**config.mk**
```make
export PLATFORM = sky130hd
export DESIGN_NAME = spc_secondary_pll_cfg
export DESIGN_NICKNAME = d
export VERILOG_FILES = /design/src/spc_pkg.sv /design/src/spc_secondary_pll_cfg.sv
export SDC_FILE = /design/constraint.sdc
export NUM_CORES = 1
export LEC_CHECK = 0
export BUFFER_PORTS_ARGS = -buffer_cell sky130_fd_sc_hd__buf_4
export CORE_ASPECT_RATIO = 0.5
export CORE_MARGIN = 5
export CORE_UTILIZATION = 40
export CTS_CLUSTER_DIAMETER = 100
export DETAILED_ROUTE_END_ITERATION = 16
export PLACE_DENSITY = 0.73
export SLEW_MARGIN = 5
export SYNTH_ARGS = -nofsm -noshare
export SYNTH_HDL_FRONTEND = slang
export SYNTH_SLANG_ARGS = --single-unit
```
**constraint.sdc**
```tcl
create_clock -name ref_clk -period 2.18 [get_ports ref_clk]
set_input_delay 0.436 -clock ref_clk [delete_from_list [all_inputs] [get_ports ref_clk]]
set_output_delay 0.436 -clock ref_clk [all_outputs]
set_load 0.01 [all_outputs]
```
**src/spc_pkg.sv**
```systemverilog
/*
  Constants for the secondary timing path configuration register:
  field positions, reset value, PLL mode codes and analogue PLL rates.
  Assumes nothing of its surroundings.
*/
`default_nettype none
package spc_pkg;
  localparam int          SPC_REG_W        = 8;
  localparam logic [7:0]  SPC_REG_RESET    = 8'h00;
  localparam logic [7:0]  SPC_REG_MASK     = 8'h77;
  localparam int          SPC_MODE_LSB     = 0;
  localparam int          SPC_MODE_MSB     = 2;
  localparam int          SPC_BITS_STD_BIT = 4;
  localparam int          SPC_DUTY_BIT     = 5;
  localparam int          SPC_AUTOSQ_BIT   = 6;
  localparam int          SPC_FREQ_W       = 20;

  typedef enum logic [2:0] {
    SPC_MODE_SQUELCH = 3'b000,
    SPC_MODE_OCN     = 3'b001,
    SPC_MODE_12E1    = 3'b010,
    SPC_MODE_16E1    = 3'b011,
    SPC_MODE_24DS1   = 3'b100,
    SPC_MODE_16DS1   = 3'b101,
    SPC_MODE_E3      = 3'b110,
    SPC_MODE_DS3     = 3'b111
  } spc_mode_e;

  // Pre-divider rates of the analogue multiplier PLL, in kHz
  localparam logic [19:0] SPC_KHZ_OFF   = 20'h00000;
  localparam logic [19:0] SPC_KHZ_12E1  = 20'd98304;
  localparam logic [19:0] SPC_KHZ_16E1  = 20'd131072;
  localparam logic [19:0] SPC_KHZ_24DS1 = 20'd148224;
  localparam logic [19:0] SPC_KHZ_16DS1 = 20'd98816;
  localparam logic [19:0] SPC_KHZ_E3    = 20'd274944;
  localparam logic [19:0] SPC_KHZ_DS3   = 20'd178944;
  localparam logic [19:0] SPC_KHZ_OCN   = 20'd77760;
endpackage
`default_nettype wire

```
**src/spc_secondary_pll_cfg.sv**
```systemverilog
/*
  Secondary timing path configuration register and the control levels
  derived from it: mode decode, analogue PLL rate, duty select, squelch.
  Assumes the microprocessor port decodes this register's address into
  write and read strobes on ref_clk, and that the failure, enable and
  primary-feed inputs come from logic on ref_clk.
*/
// Operation
// - Eight-bit read/write register, resets to zero
// - Decode three-bit mode into PLL modes
// - Fixed analogue PLL rate per mode
// - General output rates derive from that rate
// - Primary-path bit feeds analogue PLL from primary
// - Duty bit picks 50:50 or 5:8
`timescale 1ns/1ps
`default_nettype none
module spc_secondary_pll_cfg
  import spc_pkg::*;
#(
  parameter logic [SPC_FREQ_W-1:0] OCN_ANALOGUE_MULTIPLIER_PLL_KHZ = SPC_KHZ_OCN
) (
  // Clock and reset
  input  wire logic                  ref_clk,
  input  wire logic                  resetn,
  // Register port
  input  wire logic                  reg_wr_en,
  input  wire logic                  reg_rd_en,
  input  wire logic [SPC_REG_W-1:0]  reg_wdata,
  output logic      [SPC_REG_W-1:0]  reg_rdata,
  // Surrounding state
  input  wire logic                  primary_feed_select,
  input  wire logic                  secondary_inputs_failed,
  input  wire logic                  composite_out_enable,
  input  wire logic                  bits_out_enable,
  // Secondary path control
  output spc_mode_e                  secondary_pll_mode,
  output logic                       secondary_pll_squelched,
  output logic                       secondary_ocn_rate,
  output logic                       analogue_multiplier_pll_from_primary,
  output logic                       analogue_multiplier_pll_free_run,
  output logic      [SPC_FREQ_W-1:0] analogue_multiplier_pll_pre_div_khz,
  output logic                       composite_duty_5to8,
  output logic                       bits_rate_standard_select,
  output logic                       composite_out_active,
  output logic                       bits_out_active
);

  function automatic logic [SPC_FREQ_W-1:0] mode_khz(input spc_mode_e m);
    case (m)
      SPC_MODE_OCN:   mode_khz = OCN_ANALOGUE_MULTIPLIER_PLL_KHZ;
      SPC_MODE_12E1:  mode_khz = SPC_KHZ_12E1;
      SPC_MODE_16E1:  mode_khz = SPC_KHZ_16E1;
      SPC_MODE_24DS1: mode_khz = SPC_KHZ_24DS1;
      SPC_MODE_16DS1: mode_khz = SPC_KHZ_16DS1;
      SPC_MODE_E3:    mode_khz = SPC_KHZ_E3;
      SPC_MODE_DS3:   mode_khz = SPC_KHZ_DS3;
      default:        mode_khz = SPC_KHZ_OFF;
    endcase
  endfunction

  logic [SPC_REG_W-1:0]  cfg_q,    cfg_d;
  logic [SPC_REG_W-1:0]  rdata_q,  rdata_d;
  spc_mode_e             mode_q,   mode_d;
  logic                  sq_q,     sq_d;
  logic                  ocn_q,    ocn_d;
  logic                  prim_q,   prim_d;
  logic                  free_q,   free_d;
  logic [SPC_FREQ_W-1:0] khz_q,    khz_d;
  logic                  duty_q,   duty_d;
  logic                  std_q,    std_d;
  logic                  comp_q,   comp_d;
  logic                  bits_q,   bits_d;
  spc_mode_e             cfg_mode;
  logic                  squelch_now;

  always_comb begin
    cfg_d   = reg_wr_en ? (reg_wdata & SPC_REG_MASK) : cfg_q;
    rdata_d = reg_rd_en ? cfg_q : rdata_q;
    cfg_mode = spc_mode_e'(cfg_q[SPC_MODE_MSB:SPC_MODE_LSB]);
    mode_d   = cfg_mode;
    sq_d     = (cfg_mode == SPC_MODE_SQUELCH);
    ocn_d    = (cfg_mode == SPC_MODE_OCN);
    prim_d = primary_feed_select;
    // Squelched input lets the analogue PLL free-run unless fed from primary
    free_d = sq_d && !primary_feed_select;
    // Pre-divider rate shared by general outputs
    khz_d = primary_feed_select ? khz_q : mode_khz(cfg_mode);
    if (free_d) begin
      khz_d = SPC_KHZ_OFF;
    end
    duty_d = cfg_q[SPC_DUTY_BIT];
    std_d  = cfg_q[SPC_BITS_STD_BIT];
    // Automatic squelch of composite and BITS
    squelch_now = cfg_q[SPC_AUTOSQ_BIT] && secondary_inputs_failed;
    comp_d = composite_out_enable && !squelch_now;
    bits_d = bits_out_enable && !squelch_now;
  end

  // Primary-fed rate is held, since the primary register owns that rate
  always_ff @(posedge ref_clk) begin
    if (!resetn) begin
      cfg_q   <= SPC_REG_RESET;
      rdata_q <= SPC_REG_RESET;
      mode_q  <= SPC_MODE_SQUELCH;
      sq_q    <= 1'b1;
      ocn_q   <= 1'b0;
      prim_q  <= 1'b0;
      free_q  <= 1'b1;
      khz_q   <= SPC_KHZ_OFF;
      duty_q  <= 1'b0;
      std_q   <= 1'b0;
      comp_q  <= 1'b0;
      bits_q  <= 1'b0;
    end else begin
      cfg_q   <= cfg_d;
      rdata_q <= rdata_d;
      mode_q  <= mode_d;
      sq_q    <= sq_d;
      ocn_q   <= ocn_d;
      prim_q  <= prim_d;
      free_q  <= free_d;
      khz_q   <= khz_d;
      duty_q  <= duty_d;
      std_q   <= std_d;
      comp_q  <= comp_d;
      bits_q  <= bits_d;
    end
  end

  assign reg_rdata                 = rdata_q;
  assign secondary_pll_mode        = mode_q;
  assign secondary_pll_squelched   = sq_q;
  assign secondary_ocn_rate        = ocn_q;
  assign analogue_multiplier_pll_from_primary         = prim_q;
  assign analogue_multiplier_pll_free_run             = free_q;
  assign analogue_multiplier_pll_pre_div_khz          = khz_q;
  assign composite_duty_5to8       = duty_q;
  assign bits_rate_standard_select = std_q;
  assign composite_out_active      = comp_q;
  assign bits_out_active           = bits_q;

  reg_write_read_a: assert property (@(posedge ref_clk) disable iff (!resetn)
    reg_wr_en ##1 (!reg_wr_en && reg_rd_en) |=> reg_rdata == ($past(reg_wdata, 2) & SPC_REG_MASK))
    else $error("Readback differs from written value");

  reset_zero_a: assert property (@(posedge ref_clk)
    !resetn |=> cfg_q == SPC_REG_RESET && reg_rdata == SPC_REG_RESET)
    else $error("Register not zero after reset");

  mode_decode_a: assert property (@(posedge ref_clk) disable iff (!resetn)
    secondary_pll_squelched == (secondary_pll_mode == SPC_MODE_SQUELCH)
    && secondary_ocn_rate == (secondary_pll_mode == SPC_MODE_OCN))
    else $error("Mode decode flags inconsistent");

  mode_follow_a: assert property (@(posedge ref_clk) disable iff (!resetn)
    reg_wr_en ##1 !reg_wr_en |=> secondary_pll_mode == spc_mode_e'($past(reg_wdata[SPC_MODE_MSB:SPC_MODE_LSB], 2)))
    else $error("Mode output does not follow written field");

  e3_rate_a: assert property (@(posedge ref_clk) disable iff (!resetn)
    (cfg_q[SPC_MODE_MSB:SPC_MODE_LSB] == SPC_MODE_E3 && !primary_feed_select) |=> analogue_multiplier_pll_pre_div_khz == SPC_KHZ_E3)
    else $error("E3 mode rate wrong");

  rate_table_a: assert property (@(posedge ref_clk) disable iff (!resetn)
    !primary_feed_select |=> analogue_multiplier_pll_pre_div_khz == mode_khz(spc_mode_e'($past(cfg_q[SPC_MODE_MSB:SPC_MODE_LSB]))))
    else $error("Pre-divider rate does not match mode");

  primary_hold_a: assert property (@(posedge ref_clk) disable iff (!resetn)
    (primary_feed_select && $past(primary_feed_select)) |=> $stable(analogue_multiplier_pll_pre_div_khz) && analogue_multiplier_pll_from_primary
    && !analogue_multiplier_pll_free_run)
    else $error("Primary feed does not hold analogue PLL");

  duty_sel_a: assert property (@(posedge ref_clk) disable iff (!resetn)
    reg_wr_en ##1 !reg_wr_en |=> composite_duty_5to8 == $past(reg_wdata[SPC_DUTY_BIT], 2))
    else $error("Duty select not applied");

  auto_squelch_a: assert property (@(posedge ref_clk) disable iff (!resetn)
    (cfg_q[SPC_AUTOSQ_BIT] && secondary_inputs_failed) |=> !composite_out_active && !bits_out_active)
    else $error("Outputs not squelched on failure");

  no_squelch_a: assert property (@(posedge ref_clk) disable iff (!resetn)
    !cfg_q[SPC_AUTOSQ_BIT] |=> composite_out_active == $past(composite_out_enable)
    && bits_out_active == $past(bits_out_enable))
    else $error("Outputs do not follow enables");

  unused_bits_a: assert property (@(posedge ref_clk) disable iff (!resetn)
    (reg_rdata & ~SPC_REG_MASK) == '0)
    else $error("Unused register bits read as one");

  // Readback holds between reads, so software may pick it up late
  rdata_hold_a: assert property (@(posedge ref_clk) disable iff (!resetn)
    !reg_rd_en |=> $stable(reg_rdata))
    else $error("Read data changed without a read");

  bits_std_a: assert property (@(posedge ref_clk) disable iff (!resetn)
    reg_wr_en ##1 !reg_wr_en |=> bits_rate_standard_select == $past(reg_wdata[SPC_BITS_STD_BIT], 2))
    else $error("BITS rate select not stored");

  free_run_a: assert property (@(posedge ref_clk) disable iff (!resetn)
    analogue_multiplier_pll_free_run |-> analogue_multiplier_pll_pre_div_khz == SPC_KHZ_OFF && !analogue_multiplier_pll_from_primary)
    else $error("Free-running analogue PLL shows a rate");

  ocn_rate_a: assert property (@(posedge ref_clk) disable iff (!resetn)
    (secondary_ocn_rate && !analogue_multiplier_pll_from_primary) |-> analogue_multiplier_pll_pre_div_khz == OCN_ANALOGUE_MULTIPLIER_PLL_KHZ)
    else $error("OC-N mode rate wrong");

  prim_copy_a: assert property (@(posedge ref_clk) disable iff (!resetn)
    primary_feed_select |=> analogue_multiplier_pll_from_primary)
    else $error("Primary feed not applied");

  ds3_mode_c: cover property (@(posedge ref_clk) disable iff (!resetn)
    analogue_multiplier_pll_pre_div_khz == SPC_KHZ_DS3);
  squelch_hit_c: cover property (@(posedge ref_clk) disable iff (!resetn)
    composite_out_enable && secondary_inputs_failed && cfg_q[SPC_AUTOSQ_BIT] ##1 !composite_out_active);
  primary_feed_c: cover property (@(posedge ref_clk) disable iff (!resetn)
    analogue_multiplier_pll_from_primary && secondary_pll_squelched);
  same_edge_c: cover property (@(posedge ref_clk) disable iff (!resetn)
    reg_wr_en && reg_rd_en);
  squelch_release_c: cover property (@(posedge ref_clk) disable iff (!resetn)
    !composite_out_active ##1 composite_out_active);

endmodule
`default_nettype wire

```
; Yosys cells after proc, flatten, opt, wreduce, memory -nomap -nowiden
; Index checks and enable logic that the tools add are counted.
; W data, S select, Z words.
[totals]
reg_bits = 43
latch_bits = 0
ram_bits = 0
mem_bits_ro = 0
in_bits = 16
out_inout_bits = 39
word_cells = 29
mem_count = 0
[op_classes]
addsub = 0
multipliers = 0
n_div = 0
order_cmp = 0
n_eq_ne = 7
shifts = 0
mux = 1
bitwise = 1
n_reduce_logical = 8
[op_table]
columns = operator, count
row1 = $pmux W19 S7, 1
row2 = $eq A3 B3 Y1 const B, 4
row3 = $eq A3 B2 Y1 const B, 2
row4 = $logic_and A1 B1 Y1, 4
row5 = $eq A3 B1 Y1 const B, 1
row6 = $logic_not A3 Y1, 1
row7 = $logic_not A1 Y1, 2
row8 = $reduce_or A2 Y1, 1
row9 = $not A1 Y1, 1

; Depth between registers and ports, before layout
[logic_depth]
ltp_word = 3
mapped_depth = 4
mapped_depth_nobuf = 3

; Worst setup path after synthesis
; No wires, ideal clock.
[synth_path]
kind = input to register
start = in primary_feed_select
end = reg khz_q[15] (netlist: analogue_multiplier_pll_pre_div_khz[15])
setup_ns = 0.122
arrival_time_ns = 0.857
required_time_ns = 2.058
path_slack_ns = 1.201
path_stages = 4
n_path_buf = 1
cell_sequence = inv_1 -> buf_2 -> o21ai_0 -> a21oi_2
[synth_via]
elab_chain_cells = 3
[synth_rtl]
columns = element, line
row1 = "start, declared", spc_secondary_pll_cfg.sv:31  ; input wire logic primary_feed_select,
row2 = $logic_not A1 Y1, spc_secondary_pll_cfg.sv:85  ; free_d = sq_d && !primary_feed_select;
row3 = $logic_and A1 B1 Y1, spc_secondary_pll_cfg.sv:85
row4 = $reduce_or A2 Y1 (no source line), n/a
row5 = "end signal, assigned", spc_secondary_pll_cfg.sv:122  ; khz_q <= khz_d;
row6 = "end, declared", spc_secondary_pll_cfg.sv:68  ; logic [SPC_FREQ_W-1:0] khz_q, khz_d;
; Several ways; a longest one is shown, not always the timed one.
; A chain may end at the register's enable or synchronous reset.

==> flow_summary.yaml <==
clocking:
  post_cts.resized_instances: 0
  cts_tree: "built"
  cts_root_buffer: "clkbuf_8"
  path_clk_slew_ns: 0.06
  holdBufCountCts: 0
  clockBufferDepth: 2
  clkLatencyLatePin_ns: 0.28
  cts_buffers: 5
  clock-sinks: 34
  cts_post_setup_buffers_inserted: 0
  htree_levels: 2
logic_synthesis:
  syn_area_mm2: 0.00134
  synthTopCellsByCount: "dfxtp_1 (34), nor2b_1 (14), buf_4 (12), mux2i_1 (12), and2_1 (9)"
  syn_area_per_cell_um2: 9.89
  synth-edff-count: 0
  synth_cells: 135
  synth-seq-cells: 34
  synth_top_area_share_pct: 51.0
  synth.distinct_cells: 26
  yosysWarningCount: 0
  ys_async_sr_fraction_pct: 0
  ys_seq_area_share_pct: 51.0
  yosysMostFrequentCell: "dfxtp_1"
  synth_area_leaders: "dfxtp_1 (51%), mux2i_1 (9.0%), buf_4 (6.7%)"
  ys.flop_type: "dfxtp_1"
  yosys.area.top_type: "dfxtp_1"
critical_path:
  critPathMaxStageDelay_ns: 0.38
  crit_path_end_kind: "output port"
  r2r-start: "cfg_q[0]"
  crit_type: "reg -> out"
  crit_family: "flip-flops"
  critPathRequiredTime_ns: 1.74
  cp-start-kind: "register"
  slowest_stage: "dfxtp_1"
  arrival_ns: 0.80
  worstPathCellList: "buf_4"
  path_buf_inv: 1
  reg2regPathDepth: 3
  r2r-end: "analogue_multiplier_pll_pre_div_khz[10]"
  reg2reg_slack_ns: 0.96
  crit_fanout: 4
  crit_start: "analogue_multiplier_pll_pre_div_khz[10]"
  worstSetupPathDepth: 1
grt:
  grt_pass1_wl_mm: 4.04
  grt_max_degree: 35
  grt_pass1_vias: 891
  track_usage_pct: 11.3
  overflow: 0
  antenna_found_initial: 0
timing:
  setup_tns_ns: 0
  fmax_mhz: 807
  tightest_slew_ns: 0.522
  fin_ws_ns: 0.941
  finalSetupViolCount: 0
  relSlewSlack_pct: 65.1
  slew_violations: 0
  hold_viol: 0
  worst_clock_skew_ns: 0.00491
  post-route-period-util_pct: 56.9
  period_minus_slack_ns: 1.24
  rsz0062_at_grt: "no"
pwr:
  p_leak_nw: 0.765
  powerDensity_mw_per_mm2: 741
  vdd_ir_drop_max_mv: 0.216
die:
  die_area_mm2: 0.00466
  io_pins: 55
  rows: 14
  core_area_mm2: 0.00310
  start_util_pct: 43.1
  die_h_um: 50.9
  die_w_um: 91.7
run_status:
  status: "complete, no violations"
finish:
  final_core_util_pct: 54.1
  syn_to_final_growth_pct: 25.6
  antenna_cells: 0
  fin_nets: 188
  nFillCells: 305
  drive_gt1_share_pct: 29.7
detailed_routing:
  drtPass1Iterations: 4
  vias_per_cell: 4.55
  routed_wirelength_mm: 2.50
  drt_iter0_markers: 30
  avgRoutedWirePerCell_um: 11.8
  drc: 0
  ant_nets: 0
  vias: 965
placed_design:
  portBuffers: 43
  pre_cts_slack_ns: 0.969
  place_congestion: 0.687
  hpwl_mm: 1.80
worst_hold_path:
  hold_class: "in -> reg"
  hp-start: "composite_out_enable"
  hold_depth: 2
  min_to: "composite_out_active"
job:
  maxCapViolCount: 0
==> state kept, by name, summed over array words and instances, names as in the netlist, 3 cells and up <==
name	cells
cfg_q	6
secondary_pll_mode	3
reg_rdata	6
analogue_multiplier_pll_pre_div_khz	11
==> report_power, final <==
group | internal (mW) | switching, mW | total, mW
sequential | 0.652 | 0.0243 | 0.676
clock | 0.219 | 0.200 | 0.419
combinational | 0.0783 | 0.0679 | 0.146
==> layout by cell type (no fill, tap or decap), types with 2 or more instances in the layout <==
cell / synthesis / routed
a21boi_1: 2 / 2
a21oi_1: 8 / 8
and2_1: 9 / 9
and3_1: 2 / 2
buf_4: 12 / 43
clkbuf_1: 3 / 2
clkbuf_8: 0 / 5
conb_1: 1 / 9
dfxtp_1: 34 / 34
mux2i_1: 12 / 12
nand2_1: 8 / 8
nor2_1: 3 / 3
nor2b_1: 14 / 14
nor3_1: 2 / 2
nor3b_2: 2 / 2
o21ai_0: 4 / 4
o21ai_1: 4 / 4
xnor2_1: 2 / 2
==> cell families after synthesis <==
kind of cell / count (synthesis) / synth area share, %
AND/OR/NAND/NOR: 44 / 19.6
flip-flops: 34 / 51.0
buffers and inverters: 22 / 10.6
AO/OA/AOI/OAI: 20 / 8.25
multiplexers: 12 / 9.00
XOR/XNOR: 2 / 1.31
other: 1 / 0.281
==> through the flow <==
| stage | std cells | hold slack, ns | total power, mW | cell area, um2 |
|---|---|---|---|---|
| 2_1_floorplan | 143 | 0.452 | 0.788 | 1370 |
| 3_3_place_gp | 205 | 0.448 | 0.835 | 1600 |
| 3_5_place_dp | 205 | 0.450 | 0.838 | 1600 |
| 4_1_cts | 212 | 0.377 | 1.26 | 1680 |
| 5_1_grt | 212 | 0.373 | 1.31 | 1680 |
| 6_report | 212 | 0.386 | 1.24 | 1680 |
==> layout make-up <==
type | count | area (um2) | share of cell area (%)
flip-flops and latches | 34 | 681 | 40.6
multi-input cells | 87 | 543 | 32.4
repair buffers | 43 | 323 | 19.3
clock buffers | 7 | 76.3 | 4.55
well taps | 40 | 50.0 | 2.99
inverters | 1 | 3.75 | 0.224
==> how the worst max path moves through the flow <==
stage	endpoint	slack (ns)
floorplan	analogue_multiplier_pll_pre_div_khz[15]	1.20
global placement	analogue_multiplier_pll_pre_div_khz[15]	0.98
detailed placement	analogue_multiplier_pll_pre_div_khz[10]	0.97
CTS	analogue_multiplier_pll_pre_div_khz[6]	0.93
global route	analogue_multiplier_pll_pre_div_khz[13]	0.79
finish	analogue_multiplier_pll_pre_div_khz[6]	0.94
==> layer usage <==
metal	part of all wire [%]	track usage, %	up-vias
met5	0	0	-
met4	2.4	7.39	0
met3	8.8	4.69	8
met2	47	18.6	30
met1	42	12.2	433
li1	-	-	494
No activity file was read; power rests on OpenSTA's default activity.
